<file path="config.mk">
export PLATFORM = sky130hd
export DESIGN_NAME = brps_sequencer
export DESIGN_NICKNAME = d
export VERILOG_FILES = /design/src/brps_pkg.sv /design/src/brps_serial.sv /design/src/brps_sequencer.sv
export SDC_FILE = /design/constraint.sdc
export NUM_CORES = 1
export LEC_CHECK = 0
export BUFFER_PORTS_ARGS = -buffer_cell sky130_fd_sc_hd__buf_2
export CAP_MARGIN = 10
export CORE_MARGIN = 2
export CORE_UTILIZATION = 59
export DETAILED_ROUTE_END_ITERATION = 16
export PLACE_DENSITY = 0.85
export SLEW_MARGIN = 10
export SYNTH_ARGS = -nofsm -noshare
export SYNTH_HDL_FRONTEND = slang
export SYNTH_HIERARCHICAL = 1
export SYNTH_SLANG_ARGS = --single-unit
</file>
<file path="constraint.sdc">
create_clock -name clk_sys -period 5.5 [get_ports clk_sys]
set_input_delay 0.825 -clock clk_sys [delete_from_list [all_inputs] [get_ports clk_sys]]
set_output_delay 0.825 -clock clk_sys [all_outputs]
set_load 0.01 [all_outputs]
</file>
<file path="src/brps_pkg.sv">
package brps_pkg;

	// ==========================================================
	// widths
	localparam int ADDR_W      = 24;           // parallel rom address width
	localparam int BYTE_W      = 8;            // shared bus width
	localparam int ADDR_BYTES  = 3;            // address bytes shifted out
	localparam int TIME_W      = 4;            // width of the timing settings

	// ==========================================================
	// shared bus bit positions for the serial rom
	localparam int SR_DIN_BIT  = 2;            // data from the serial rom
	localparam int SR_DOUT_BIT = 1;            // data to the serial rom
	localparam int SR_CLK_BIT  = 0;            // serial clock out

	// ==========================================================
	// timing counts
	localparam logic [3:0] SR_HALF_CYCLES = 4'h4; // serial clock half period in sys clocks
	localparam logic [1:0] PRELOAD_KEY    = 2'h2; // preload enable pattern 10b
	localparam int         SR_ADDR_BITS   = 8;    // serial read address bits
	localparam int         SR_OP_BITS     = 3;    // serial read opcode bits
	localparam logic [2:0] SR_READ_OP     = 3'h6; // serial read opcode 110b

	// ==========================================================
	// reset values
	localparam logic [BYTE_W-1:0] BUS_RESET = 8'h00; // shared bus output at reset

	// ==========================================================
	// parallel access request
	typedef struct packed {
		logic              write;       // 1 write, 0 read
		logic [ADDR_W-1:0] addr;        // byte address
		logic [BYTE_W-1:0] wdata;       // write byte
	} brps_req_s;

	// parallel access timing settings
	typedef struct packed {
		logic              multiDev;    // 1 multiple device mode (select pin is ready input)
		logic [TIME_W-1:0] accessTime;  // chip select length in latch clock periods
		logic [TIME_W-1:0] readMask;    // read strobe lead-in after select
		logic [TIME_W-1:0] writeMask;   // write strobe lead-in after select
	} brps_cfg_s;

	// shared bus pin group
	typedef struct packed {
		logic [BYTE_W-1:0] out;
		logic [BYTE_W-1:0] oe;
	} brps_bus_s;

endpackage : brps_pkg

</file>
<file path="src/brps_serial.sv">
`timescale 1ns/1ps
`default_nettype none
module brps_serial (
	input  wire logic        clk_sys,     // system clock
	input  wire logic        rst_b,       // async reset, active low
	input  wire logic        start,       // one-cycle pulse: begin preload read
	input  wire logic        dataIn,      // synchronised serial data from rom
	output logic             romSelect,   // serial rom select, active high
	output logic             romClock,    // serial clock
	output logic             romDataOut,  // serial data to rom
	output logic             busy,        // preload in progress
	output logic             done,        // one-cycle pulse at end
	output logic             keyOk,       // preload pattern seen
	output logic [7:0]       firstByte    // first byte read after the key
);

	// ==========================================================
	// state
	typedef enum logic [2:0] {S_IDLE, S_CMD, S_KEY, S_DATA, S_END} brps_ser_e;
	brps_ser_e   state_q, state_d;
	logic [3:0]  div_q, div_d;               // half period divider
	logic        clk_q, clk_d;
	logic [4:0]  cnt_q, cnt_d;               // bit counter
	logic [10:0] shOut_q, shOut_d;           // opcode plus address
	logic [7:0]  shIn_q, shIn_d;
	logic        key_q, key_d;
	logic        done_q, done_d;
	logic        rise;                       // serial clock rising this cycle
	logic        fall;

	assign romSelect  = (state_q != S_IDLE) && (state_q != S_END);
	assign romClock   = clk_q;
	assign romDataOut = shOut_q[10];
	assign busy       = state_q != S_IDLE;
	assign done       = done_q;
	assign keyOk      = key_q;
	assign firstByte  = shIn_q;

	// ==========================================================
	// next state: clock divider, shift out command, sample on rising edge
	always_comb begin
		state_d = state_q;
		div_d   = div_q;
		clk_d   = clk_q;
		cnt_d   = cnt_q;
		shOut_d = shOut_q;
		shIn_d  = shIn_q;
		key_d   = key_q;
		done_d  = 1'b0;
		rise    = 1'b0;
		fall    = 1'b0;
		if (state_q inside {S_CMD, S_KEY, S_DATA}) begin
			if (div_q == brps_pkg::SR_HALF_CYCLES - 4'h1) begin
				div_d = 4'h0;
				clk_d = ~clk_q;
				rise  = ~clk_q;
				fall  = clk_q;
			end else begin
				div_d = div_q + 4'h1;
			end
		end
		case (state_q)
			S_IDLE: begin
				if (start) begin
					state_d = S_CMD;
					shOut_d = {brps_pkg::SR_READ_OP, 8'h00};
					cnt_d   = 5'(brps_pkg::SR_OP_BITS + brps_pkg::SR_ADDR_BITS);
					key_d   = 1'b0;
				end
			end
			S_CMD: begin
				// data changes on the falling edge so it is stable at the rising one
				if (fall) begin
					shOut_d = {shOut_q[9:0], 1'b0};
					cnt_d   = cnt_q - 5'h1;
					if (cnt_q == 5'h1) begin
						state_d = S_KEY;
						cnt_d   = 5'h2;
					end
				end
			end
			S_KEY: begin
				if (rise) begin
					shIn_d = {shIn_q[6:0], dataIn};
					cnt_d  = cnt_q - 5'h1;
					// first bit must be 1, or the load stops right after it
					if (cnt_q == 5'h2 && dataIn != brps_pkg::PRELOAD_KEY[1]) begin
						state_d = S_END;
					end else if (cnt_q == 5'h1) begin
						if ({shIn_q[0], dataIn} == brps_pkg::PRELOAD_KEY) begin
							state_d = S_DATA;
							key_d   = 1'b1;
							cnt_d   = 5'h8;
						end else begin
							state_d = S_END;
						end
					end
				end
			end
			S_DATA: begin
				if (rise) begin
					shIn_d = {shIn_q[6:0], dataIn};
					cnt_d  = cnt_q - 5'h1;
					if (cnt_q == 5'h1) begin
						state_d = S_END;
					end
				end
			end
			S_END: begin
				state_d = S_IDLE;
				clk_d   = 1'b0;
				div_d   = 4'h0;
				done_d  = 1'b1;
				if (!key_q) begin
					shIn_d = 8'h00;
				end
			end
			default: state_d = S_IDLE;
		endcase
	end

	// ==========================================================
	// registers
	always_ff @(posedge clk_sys or negedge rst_b) begin
		if (!rst_b) begin
			state_q <= S_IDLE;
			div_q   <= 4'h0;
			clk_q   <= 1'b0;
			cnt_q   <= 5'h0;
			shOut_q <= 11'h000;
			shIn_q  <= 8'h00;
			key_q   <= 1'b0;
			done_q  <= 1'b0;
		end else begin
			state_q <= state_d;
			div_q   <= div_d;
			clk_q   <= clk_d;
			cnt_q   <= cnt_d;
			shOut_q <= shOut_d;
			shIn_q  <= shIn_d;
			key_q   <= key_d;
			done_q  <= done_d;
		end
	end

endmodule : brps_serial
`default_nettype wire

</file>
<file path="src/brps_sequencer.sv">
// Functional notes
// latch enable low across all three address bytes
// external registers shift while latch enable low
// external decode enables chips when latch high
// latch clock is system clock divided two
// single mode: select low after address out
// select length set by access time
// multiple mode: select pin becomes ready input
// ready low stretches active strobe
// rom drives read data under read strobe
// read data captured at strobe rising edge
// read strobe placed by read mask
// write data held until strobe rises
// write strobe placed by write mask
// serial select high during serial access
// bus bits two one zero: serial pins
// missing 10b key ends preload, keeps reset
// mode setting picks single or multiple
`timescale 1ns/1ps
`default_nettype none
module brps_sequencer (
	input  wire logic                clk_sys,                  // system clock, 200 MHz
	input  wire logic                rst_b,                    // async reset, active low
	input  wire brps_pkg::brps_cfg_s cfg,                      // timing and mode settings
	input  wire logic                reqValid,                 // parallel access request
	input  wire brps_pkg::brps_req_s req,                      // request contents
	output logic                     reqReady,                 // request accepted this cycle
	output logic                     rspValid,                 // one-cycle pulse: access finished
	output logic [7:0]               rspData,                  // read byte
	input  wire logic                preloadStart,             // one-cycle pulse: serial preload
	output logic                     preloadBusy,              // serial preload in progress
	output logic                     preloadDone,              // one-cycle pulse: preload ended
	output logic                     preloadKeyOk,             // key 10b seen
	output logic [7:0]               preloadByte,              // first preload byte
	input  wire logic [7:0]          rom_shared_bus_in,        // shared bus pin level
	output brps_pkg::brps_bus_s      rom_shared_bus,           // shared bus drive and enable
	output logic                     rom_addr_latch_enable_n,  // address latch enable, low active
	output logic                     rom_latch_clock_out,      // latch clock
	output logic                     rom_select_n_out,         // select pin drive, low active
	output logic                     rom_select_n_oe,          // select pin enable
	input  wire logic                rom_device_ready_n,       // select pin level as ready, low active
	output logic                     rom_read_strobe_n,        // read strobe, low active
	output logic                     rom_write_strobe_n,       // write strobe, low active
	output logic                     serial_rom_select         // serial rom select, high active
);

	// ==========================================================
	// pin synchronisers
	logic [7:0] busMeta_q, busSync_q;                         // shared bus input
	logic       rdyMeta_q, rdySync_q;                         // ready input

	always_ff @(posedge clk_sys or negedge rst_b) begin
		if (!rst_b) begin
			busMeta_q <= 8'h00;
			busSync_q <= 8'h00;
			rdyMeta_q <= 1'b1;
			rdySync_q <= 1'b1;
		end else begin
			busMeta_q <= rom_shared_bus_in;
			busSync_q <= busMeta_q;
			rdyMeta_q <= rom_device_ready_n;
			rdySync_q <= rdyMeta_q;
		end
	end

	// ==========================================================
	// latch clock divider: phase toggles each cycle, work happens on the high phase
	logic phase_q;
	logic phaseTick;                                          // one pulse per latch clock period

	always_ff @(posedge clk_sys or negedge rst_b) begin
		if (!rst_b) begin
			phase_q <= 1'b0;
		end else begin
			phase_q <= ~phase_q;
		end
	end
	assign phaseTick           = phase_q;
	assign rom_latch_clock_out = phase_q;

	// ==========================================================
	// serial preload engine
	logic srClock, srDataOut;

	brps_serial u_serial (
		.clk_sys    (clk_sys),
		.rst_b      (rst_b),
		.start      (preloadStart),
		.dataIn     (busSync_q[brps_pkg::SR_DIN_BIT]),
		.romSelect  (serial_rom_select),
		.romClock   (srClock),
		.romDataOut (srDataOut),
		.busy       (preloadBusy),
		.done       (preloadDone),
		.keyOk      (preloadKeyOk),
		.firstByte  (preloadByte)
	);

	// ==========================================================
	// parallel access state
	typedef enum logic [2:0] {P_IDLE, P_ADDR, P_LEAD, P_STROBE, P_HOLD, P_DONE} brps_par_e;
	brps_par_e         pst_q, pst_d;
	brps_pkg::brps_req_s cur_q, cur_d;
	logic [1:0]        byteCnt_q, byteCnt_d;                  // address byte index
	logic [3:0]        tmr_q, tmr_d;                          // lead-in and access timer
	logic [7:0]        data_q, data_d;                        // captured read byte
	logic              rsp_q, rsp_d;

	// pick one address byte, most significant first
	function automatic logic [7:0] addrByte(input logic [23:0] a, input logic [1:0] idx);
		case (idx)
			2'h0:    addrByte = a[23:16];
			2'h1:    addrByte = a[15:8];
			default: addrByte = a[7:0];
		endcase
	endfunction : addrByte

	// the serial engine owns the bus while busy, so parallel accesses wait
	assign reqReady = (pst_q == P_IDLE) && !preloadBusy;

	// ==========================================================
	// next state for the parallel sequence, advanced on latch clock ticks
	always_comb begin
		pst_d     = pst_q;
		cur_d     = cur_q;
		byteCnt_d = byteCnt_q;
		tmr_d     = tmr_q;
		data_d    = data_q;
		rsp_d     = 1'b0;
		case (pst_q)
			P_IDLE: begin
				if (reqValid && reqReady) begin
					cur_d     = req;
					byteCnt_d = 2'h0;
					pst_d     = P_ADDR;
				end
			end
			P_ADDR: begin
				if (phaseTick) begin
					if (byteCnt_q == 2'(brps_pkg::ADDR_BYTES - 1)) begin
						pst_d = P_LEAD;
						tmr_d = cur_q.write ? cfg.writeMask : cfg.readMask;
					end else begin
						byteCnt_d = byteCnt_q + 2'h1;
					end
				end
			end
			P_LEAD: begin
				if (phaseTick) begin
					if (tmr_q == 4'h0) begin
						pst_d = P_STROBE;
						tmr_d = cfg.accessTime;
					end else begin
						tmr_d = tmr_q - 4'h1;
					end
				end
			end
			P_STROBE: begin
				// ready low in multiple mode freezes the timer, stretching the strobe
				if (phaseTick && !(cfg.multiDev && !rdySync_q)) begin
					if (tmr_q == 4'h0) begin
						pst_d = P_HOLD;
					end else begin
						tmr_d = tmr_q - 4'h1;
					end
				end
			end
			P_HOLD: begin
				// strobe is already high; data still driven for write hold
				if (phaseTick) begin
					pst_d = P_DONE;
					// the two-flop sync still shows the byte of the last strobe-low cycle
					if (!cur_q.write) begin
						data_d = busSync_q;
					end
				end
			end
			P_DONE: begin
				rsp_d = 1'b1;
				pst_d = P_IDLE;
			end
			default: pst_d = P_IDLE;
		endcase
	end

	always_ff @(posedge clk_sys or negedge rst_b) begin
		if (!rst_b) begin
			pst_q     <= P_IDLE;
			cur_q     <= '0;
			byteCnt_q <= 2'h0;
			tmr_q     <= 4'h0;
			data_q    <= 8'h00;
			rsp_q     <= 1'b0;
		end else begin
			pst_q     <= pst_d;
			cur_q     <= cur_d;
			byteCnt_q <= byteCnt_d;
			tmr_q     <= tmr_d;
			data_q    <= data_d;
			rsp_q     <= rsp_d;
		end
	end

	assign rspValid = rsp_q;
	assign rspData  = data_q;

	// ==========================================================
	// pin outputs, registered so they change cleanly
	logic                latchN_q, selN_q, rdN_q, wrN_q;
	brps_pkg::brps_bus_s bus_q, bus_d;
	logic                inAccess;

	// bus follows the next state so it lines up with the registered strobes
	assign inAccess = (pst_d == P_LEAD) || (pst_d == P_STROBE);

	always_comb begin
		bus_d.out = brps_pkg::BUS_RESET;
		bus_d.oe  = 8'h00;
		if (preloadBusy || preloadStart) begin
			// only the clock and data-to-rom lines are driven; bit two is an input
			bus_d.out[brps_pkg::SR_CLK_BIT]  = srClock;
			bus_d.out[brps_pkg::SR_DOUT_BIT] = srDataOut;
			bus_d.oe[brps_pkg::SR_CLK_BIT]   = 1'b1;
			bus_d.oe[brps_pkg::SR_DOUT_BIT]  = 1'b1;
		end else if (pst_d == P_ADDR) begin
			bus_d.out = addrByte(cur_d.addr, byteCnt_d);
			bus_d.oe  = 8'hff;
		end else if (cur_d.write && (inAccess || pst_d == P_HOLD)) begin
			bus_d.out = cur_d.wdata;
			bus_d.oe  = 8'hff;
		end
	end

	always_ff @(posedge clk_sys or negedge rst_b) begin
		if (!rst_b) begin
			latchN_q <= 1'b1;
			selN_q   <= 1'b1;
			rdN_q    <= 1'b1;
			wrN_q    <= 1'b1;
			bus_q    <= '0;
		end else begin
			latchN_q <= !(pst_d == P_ADDR);
			selN_q   <= !(pst_d == P_LEAD || pst_d == P_STROBE);
			rdN_q    <= !(pst_d == P_STROBE && !cur_d.write);
			wrN_q    <= !(pst_d == P_STROBE && cur_d.write);
			bus_q    <= bus_d;
		end
	end

	assign rom_addr_latch_enable_n = latchN_q;
	assign rom_select_n_out        = selN_q;
	assign rom_select_n_oe         = !cfg.multiDev;
	assign rom_read_strobe_n       = rdN_q;
	assign rom_write_strobe_n      = wrN_q;
	assign rom_shared_bus          = bus_q;

endmodule : brps_sequencer
`default_nettype wire

</file>
==> Word-level counts from Yosys, hierarchy flattened <==
Cells that the tools add are included.
{ "classes": {"addsub": 4, "n_eq_ne": 37, "mux": 73, "bitwise_logic": 4, "n_reduce_logical": 43} }
{ "ops": {"columns": ["operator", "n"], "rows": [
  ["33-bit 2-to-1 mux", 2],
  ["3-bit 2-to-1 mux", 17],
  ["4-bit 2-to-1 mux", 10],
  ["5-bit 2-to-1 mux", 8],
  ["16-bit 2-to-1 mux", 2],
  ["8-bit case mux with 2 select lines", 2],
  ["2-bit inequality test (second input constant)", 12],
  ["11-bit 2-to-1 mux", 2],
  ["11-bit case mux with 2 select lines", 1],
  ["5-bit case mux with 4 select lines", 1],
  ["3-bit by 2-bit equality test with 1-bit output (second input constant)", 6],
  ["8-bit 2-to-1 mux", 2],
  ["3-bit case mux with 5 select lines", 1],
  ["1-bit 2-to-1 mux", 14],
  ["3-bit equality test (second input constant)", 4],
  ["6-bit 2-to-1 mux", 2],
  ["3-bit case mux with 4 select lines", 1],
  ["4-bit case mux with 3 select lines", 1],
  ["6-bit AND reduction", 2],
  ["2-bit 2-to-1 mux", 5],
  ["2-bit nonzero test", 5],
  ["3-bit by 1-bit equality test with 1-bit output (second input constant)", 3],
  ["1-bit logical AND", 9],
  ["1-bit logical NOT", 9],
  ["other kinds (25)", 40]
]} }
{ "word_totals": {"reg_bits": 124, "inputBits": 59, "output_inout_bits": 44, "word_cells": 188} }

==> Logic depth before layout (Yosys ltp) <==
{ "logic_depth": {"depth_word": 13, "mapped_depth": 10, "ltp_nobuf": 9} }

==> Cells and area by module <==
The synthesis kept the hierarchy.
{ "by_module_without_submodules": {"columns": ["mod", "n_inst", "cells_each", "area_each_um2", "seq_area_each_um2"], "rows": [
  ["brps_sequencer", 1, 318, 3669.8, 2109.5],
  ["brps_serial", 1, 153, 1458.9, 625.6]
]} }

==> Worst setup path before layout <==
OpenSTA, ideal clock, no wires.
{ "synth_path": {"kind": "register to register", "start": "register u_serial.state_q[2]", "end": "register bus_q (netlist bit rom_shared_bus[15])", "setup_ps": 79, "arrival_ps": 2529, "required_ps": 5421, "slack_ps": 2892, "path_stages_with_launch": 11, "n_path_buf": 2, "synth_period_minus_slack_ps": 2608, "cell_sequence": "dfrtp_1 > buf_2 > clkbuf_1 > or3_1 > nor2b_1 > o21ai_1 > nor3_2 > clkinv_1 > a211oi_1 > o211ai_1 > a21oi_1"} }
{ "synth_lines": {"columns": ["item", "line", "source"], "rows": [
  ["from (decl)", "brps_serial.sv:20", "brps_ser_e state_q, state_d;"],
  ["from (signal assigned)", "brps_serial.sv:135", "state_q <= state_d;"],
  ["to (signal assigned)", "brps_sequencer.sv:246", "bus_q <= bus_d;"],
  ["to (decl)", "brps_sequencer.sv:210", "brps_pkg::brps_bus_s bus_q, bus_d;"]
]} }

==> flow_summary_export.csv <==
group,metric,value,unit
sta,worstMarginPinSlew,1.08,ns
global_route,grt_overflow,0,
clock_tree,path_clk_slew,0.12,ns
yosys,ys.flop_type,"dfrtp_1",
sta,tns,0,ns
drt,vias_per_cell,6.04,
place,place.gp.congestion,0.959,
drt,drt_iter0_drc,213,
clock_tree,max-clock-path-buffers,2,
clock_tree,postCtsHoldBufs,0,
yosys,synth.avg_cell_area,10.9,um2
worst_hold_path,hp-start,"busMeta_q[6]",
pwr,ir_drop,0.250,mV
floorplanning,start_util,59.7,%
cells_and_area,fill_cells,648,
drt,ant_nets,0,
drt,wl_met1,4660,um
critical_path,r2r_start,"u_serial/state_q[2]",
critical_path,r2r-end,"rom_shared_bus[15]",
yosys,syn_area,5130,um2
critical_path,cp_max_fo,28,
drt,wire_per_inst,17.1,um
place,port_buffers,102,
cells_and_area,fin_area,5860,um2
drt,wl_met2,5930,um
critical_path,cp-end-kind,"register",
yosys,synth_top_family_by_area,"compound AO/OA/AOI/OAI gates",
status,status,"finished clean",
clock_tree,clkSinkCount,109,
pwr,powerDensity,481,nW/um2
yosys,synth_cell_types,67,
yosys,ys_ff_latch,109,
yosys,synth_edf_count,0,
clock_tree,htreeDepth,3,
floorplanning,ios,103,
drt,dr_total_vias,4049,
worst_hold_path,hold_depth,0,
pwr,p_leak,2.85,nW
yosys,synth_fa_ha_area_share,1.95,%
yosys,syn-num-nets,538,
drt,drt_wl_total,11500,um
sta,holdWs,0.360,ns
yosys,yosysTopAreaCell,"dfrtp_1",
clock_tree,cts_buffers,9,
yosys,syn_inst,471,
clock_tree,insertion_delay,0.38,ns
cells_and_area,finalNetCount,624,
cells_and_area,multiInputGateArea,2170,um2
clock_tree,post_cts_buffers,0,
yosys,synth_top_area_share,50.3,%
drt,drcViolationCount,0,
run,maxCapViolCount,0,
cells_and_area,syn_to_final_growth,14.3,%
critical_path,slowest_delay,0.70,ns
sta,rsz0062_at_grt,"no",
clock_tree,cts_resized,0,
drt,first_pass_iters,5,
drt,met3_length,644,um
yosys,synth_warnings,6,
yosys,synth_compound_area_share,15.2,%
sta,relSlewSlack,27.0,%
floorplanning,dieHeight,97.2,um
floorplanning,core,8590,um2
critical_path,r2r_setup_slack,2.10,ns
critical_path,critPathLaunchType,"register",
global_route,antenna_found_initial,0,
yosys,ys_seq_area_share,53.3,%
place,dpl_cell_area,5650,um2
sta,maxSlewViolCount,0,
floorplanning,dieArea,9450,um2
clock_tree,cts-root-buf,"clkbuf_8",
global_route,grt_use_total,24.6,%
cells_and_area,layout_commonest_cell,"dfrtp_1",
worst_hold_path,hold_class,"register to register",
cells_and_area,register_area,2740,um2
sta,fin_crit,3.40,ns
drt,top_layer,"met4",
sta,fmax,294,MHz
global_route,grt_pass1_vias,3933,
global_route,grt_max_degree,65,
critical_path,cp_slowest_cell,"dfrtp_1",
critical_path,rr_worst_depth,9,
cells_and_area,drive_above_1_share,31.5,%
cells_and_area,mostFrequentLayoutCells,"dfrtp_1, buf_2, nand2_1",
critical_path,crit_type,"register to register",
sta,finalSetupViolations,0,
sta,hold_viol_final,0,
clock_tree,cts_tree,"yes",
yosys,synthMuxAreaShare,9.61,%
floorplanning,rows,34,
global_route,grt_first_pass_wirelength,18800,um
yosys,synth_xor_area_share,0.171,%
place,dp_hpwl,8240,um
critical_path,worstPathRequired,5.81,ns
critical_path,crit_arrival,3.71,ns
floorplanning,dieWidth,97.2,um
yosys,synth-simple-area-share,15.2,%
yosys,async_flop_share,100,%
yosys,synth_area_leaders,"dfrtp_1, mux2_2, dfstp_2",
cells_and_area,num_antenna_cells,0,
sta,finClkSkew,0.00847,ns
worst_hold_path,min_to,"busSync_q[6]",
critical_path,worstPathCellList,"or3_1 > nor2b_1 > buf_4 > o21ai_1 > nor3_2 > clkinv_1 > a211oi_1 > o211ai_1 > a21oi_1",
sta,period_share,61.8,%
[synthesized netlist by cell type, types with 9 or more instances]
master	instances
dfrtp_1	103
nand2_1	39
mux2_2	34
a21oi_1	27
o21ai_0	27
nor2_1	22
inv_1	18
nand3_1	17
clkbuf_1	12
o211ai_1	12
mux2i_1	11
buf_2	9
nor3_1	9
[registers in the layout, summed over array words and instances, names as in the netlist, 2 cells and up]
signal and cells:
u_serial/cnt_q 5, cur_q 33, u_serial/shOut_q 2, u_serial/div_q 4, busMeta_q 8, rspData 8
byteCnt_q 2, tmr_q 4, pst_q 3, u_serial/firstByte 8, busSync_q 8, u_serial/state_q 3
rom_shared_bus 10
[kinds of logic (layout without fill, tap and decap cells)]
logic type                 Yosys count  in the layout
adders and majority gates            8              8
and+or+nand+nor                    142            142
muxes                               45             45
xor gates and xnor gates             1              1
AOI/OAI and AO/OA                  116            116
DFF                                109            109
buffers and inverters               50            141
[per-layer routing]
| layer | up-vias | global-route usage [%] |
|---|---|---|
| li1 | 1890 | - |
| met1 | 1982 | 31.6 |
| met2 | 153 | 42.3 |
| met3 | 24 | 5.32 |
| met4 | 0 | 7.37 |
| met5 | - | 0 |
[critical path, delay by kind of cell, from the launching register on]
family | cells | cell delay (ns)
buffers and inverters | 2 | 0.71
AOI/OAI and AO/OA | 4 | 0.63
and+or+nand+nor | 3 | 1.29
DFF | 1 | 0.70
[metrics by stage]
stage	power, mW	std cells	setup slack (ns)	utilization (%)
2_1_floorplan	2.01	471	2.89	-
3_3_place_gp	2.25	654	2.33	65.7
3_5_place_dp	2.31	654	2.12	65.7
4_1_cts	2.82	670	2.09	68.2
5_1_grt	3.01	670	1.82	68.2
6_report	2.82	670	2.10	68.2
[how the worst max path moves through the flow]
stage	from	cells past startpoint	to
global route	u_serial/state_q[2]	9	rom_shared_bus[15]
detailed placement	u_serial/state_q[2]	9	rom_shared_bus[15]
floorplan	u_serial/state_q[2]	10	rom_shared_bus[15]
finish	u_serial/state_q[2]	9	rom_shared_bus[15]
global placement	u_serial/state_q[2]	9	rom_shared_bus[15]
CTS	u_serial/state_q[2]	9	rom_shared_bus[15]
[power breakdown]
group	switching, mW	internal [mW]	total, mW
Combinational	0.663	0.477	1.14
Clock	0.317	0.190	0.507
Sequential	0.179	0.992	1.17
[cell type report]
type                       count  area share [%]
clock inverter                 7            1.56
clock buffer                   9            2.11
inverter                      20            1.28
tap                          108            2.30
timing repair buffer         105            9.13
multi-input combinational    312            37.0
sequential                   109            46.6
Power figures use the tool's default switching activity.
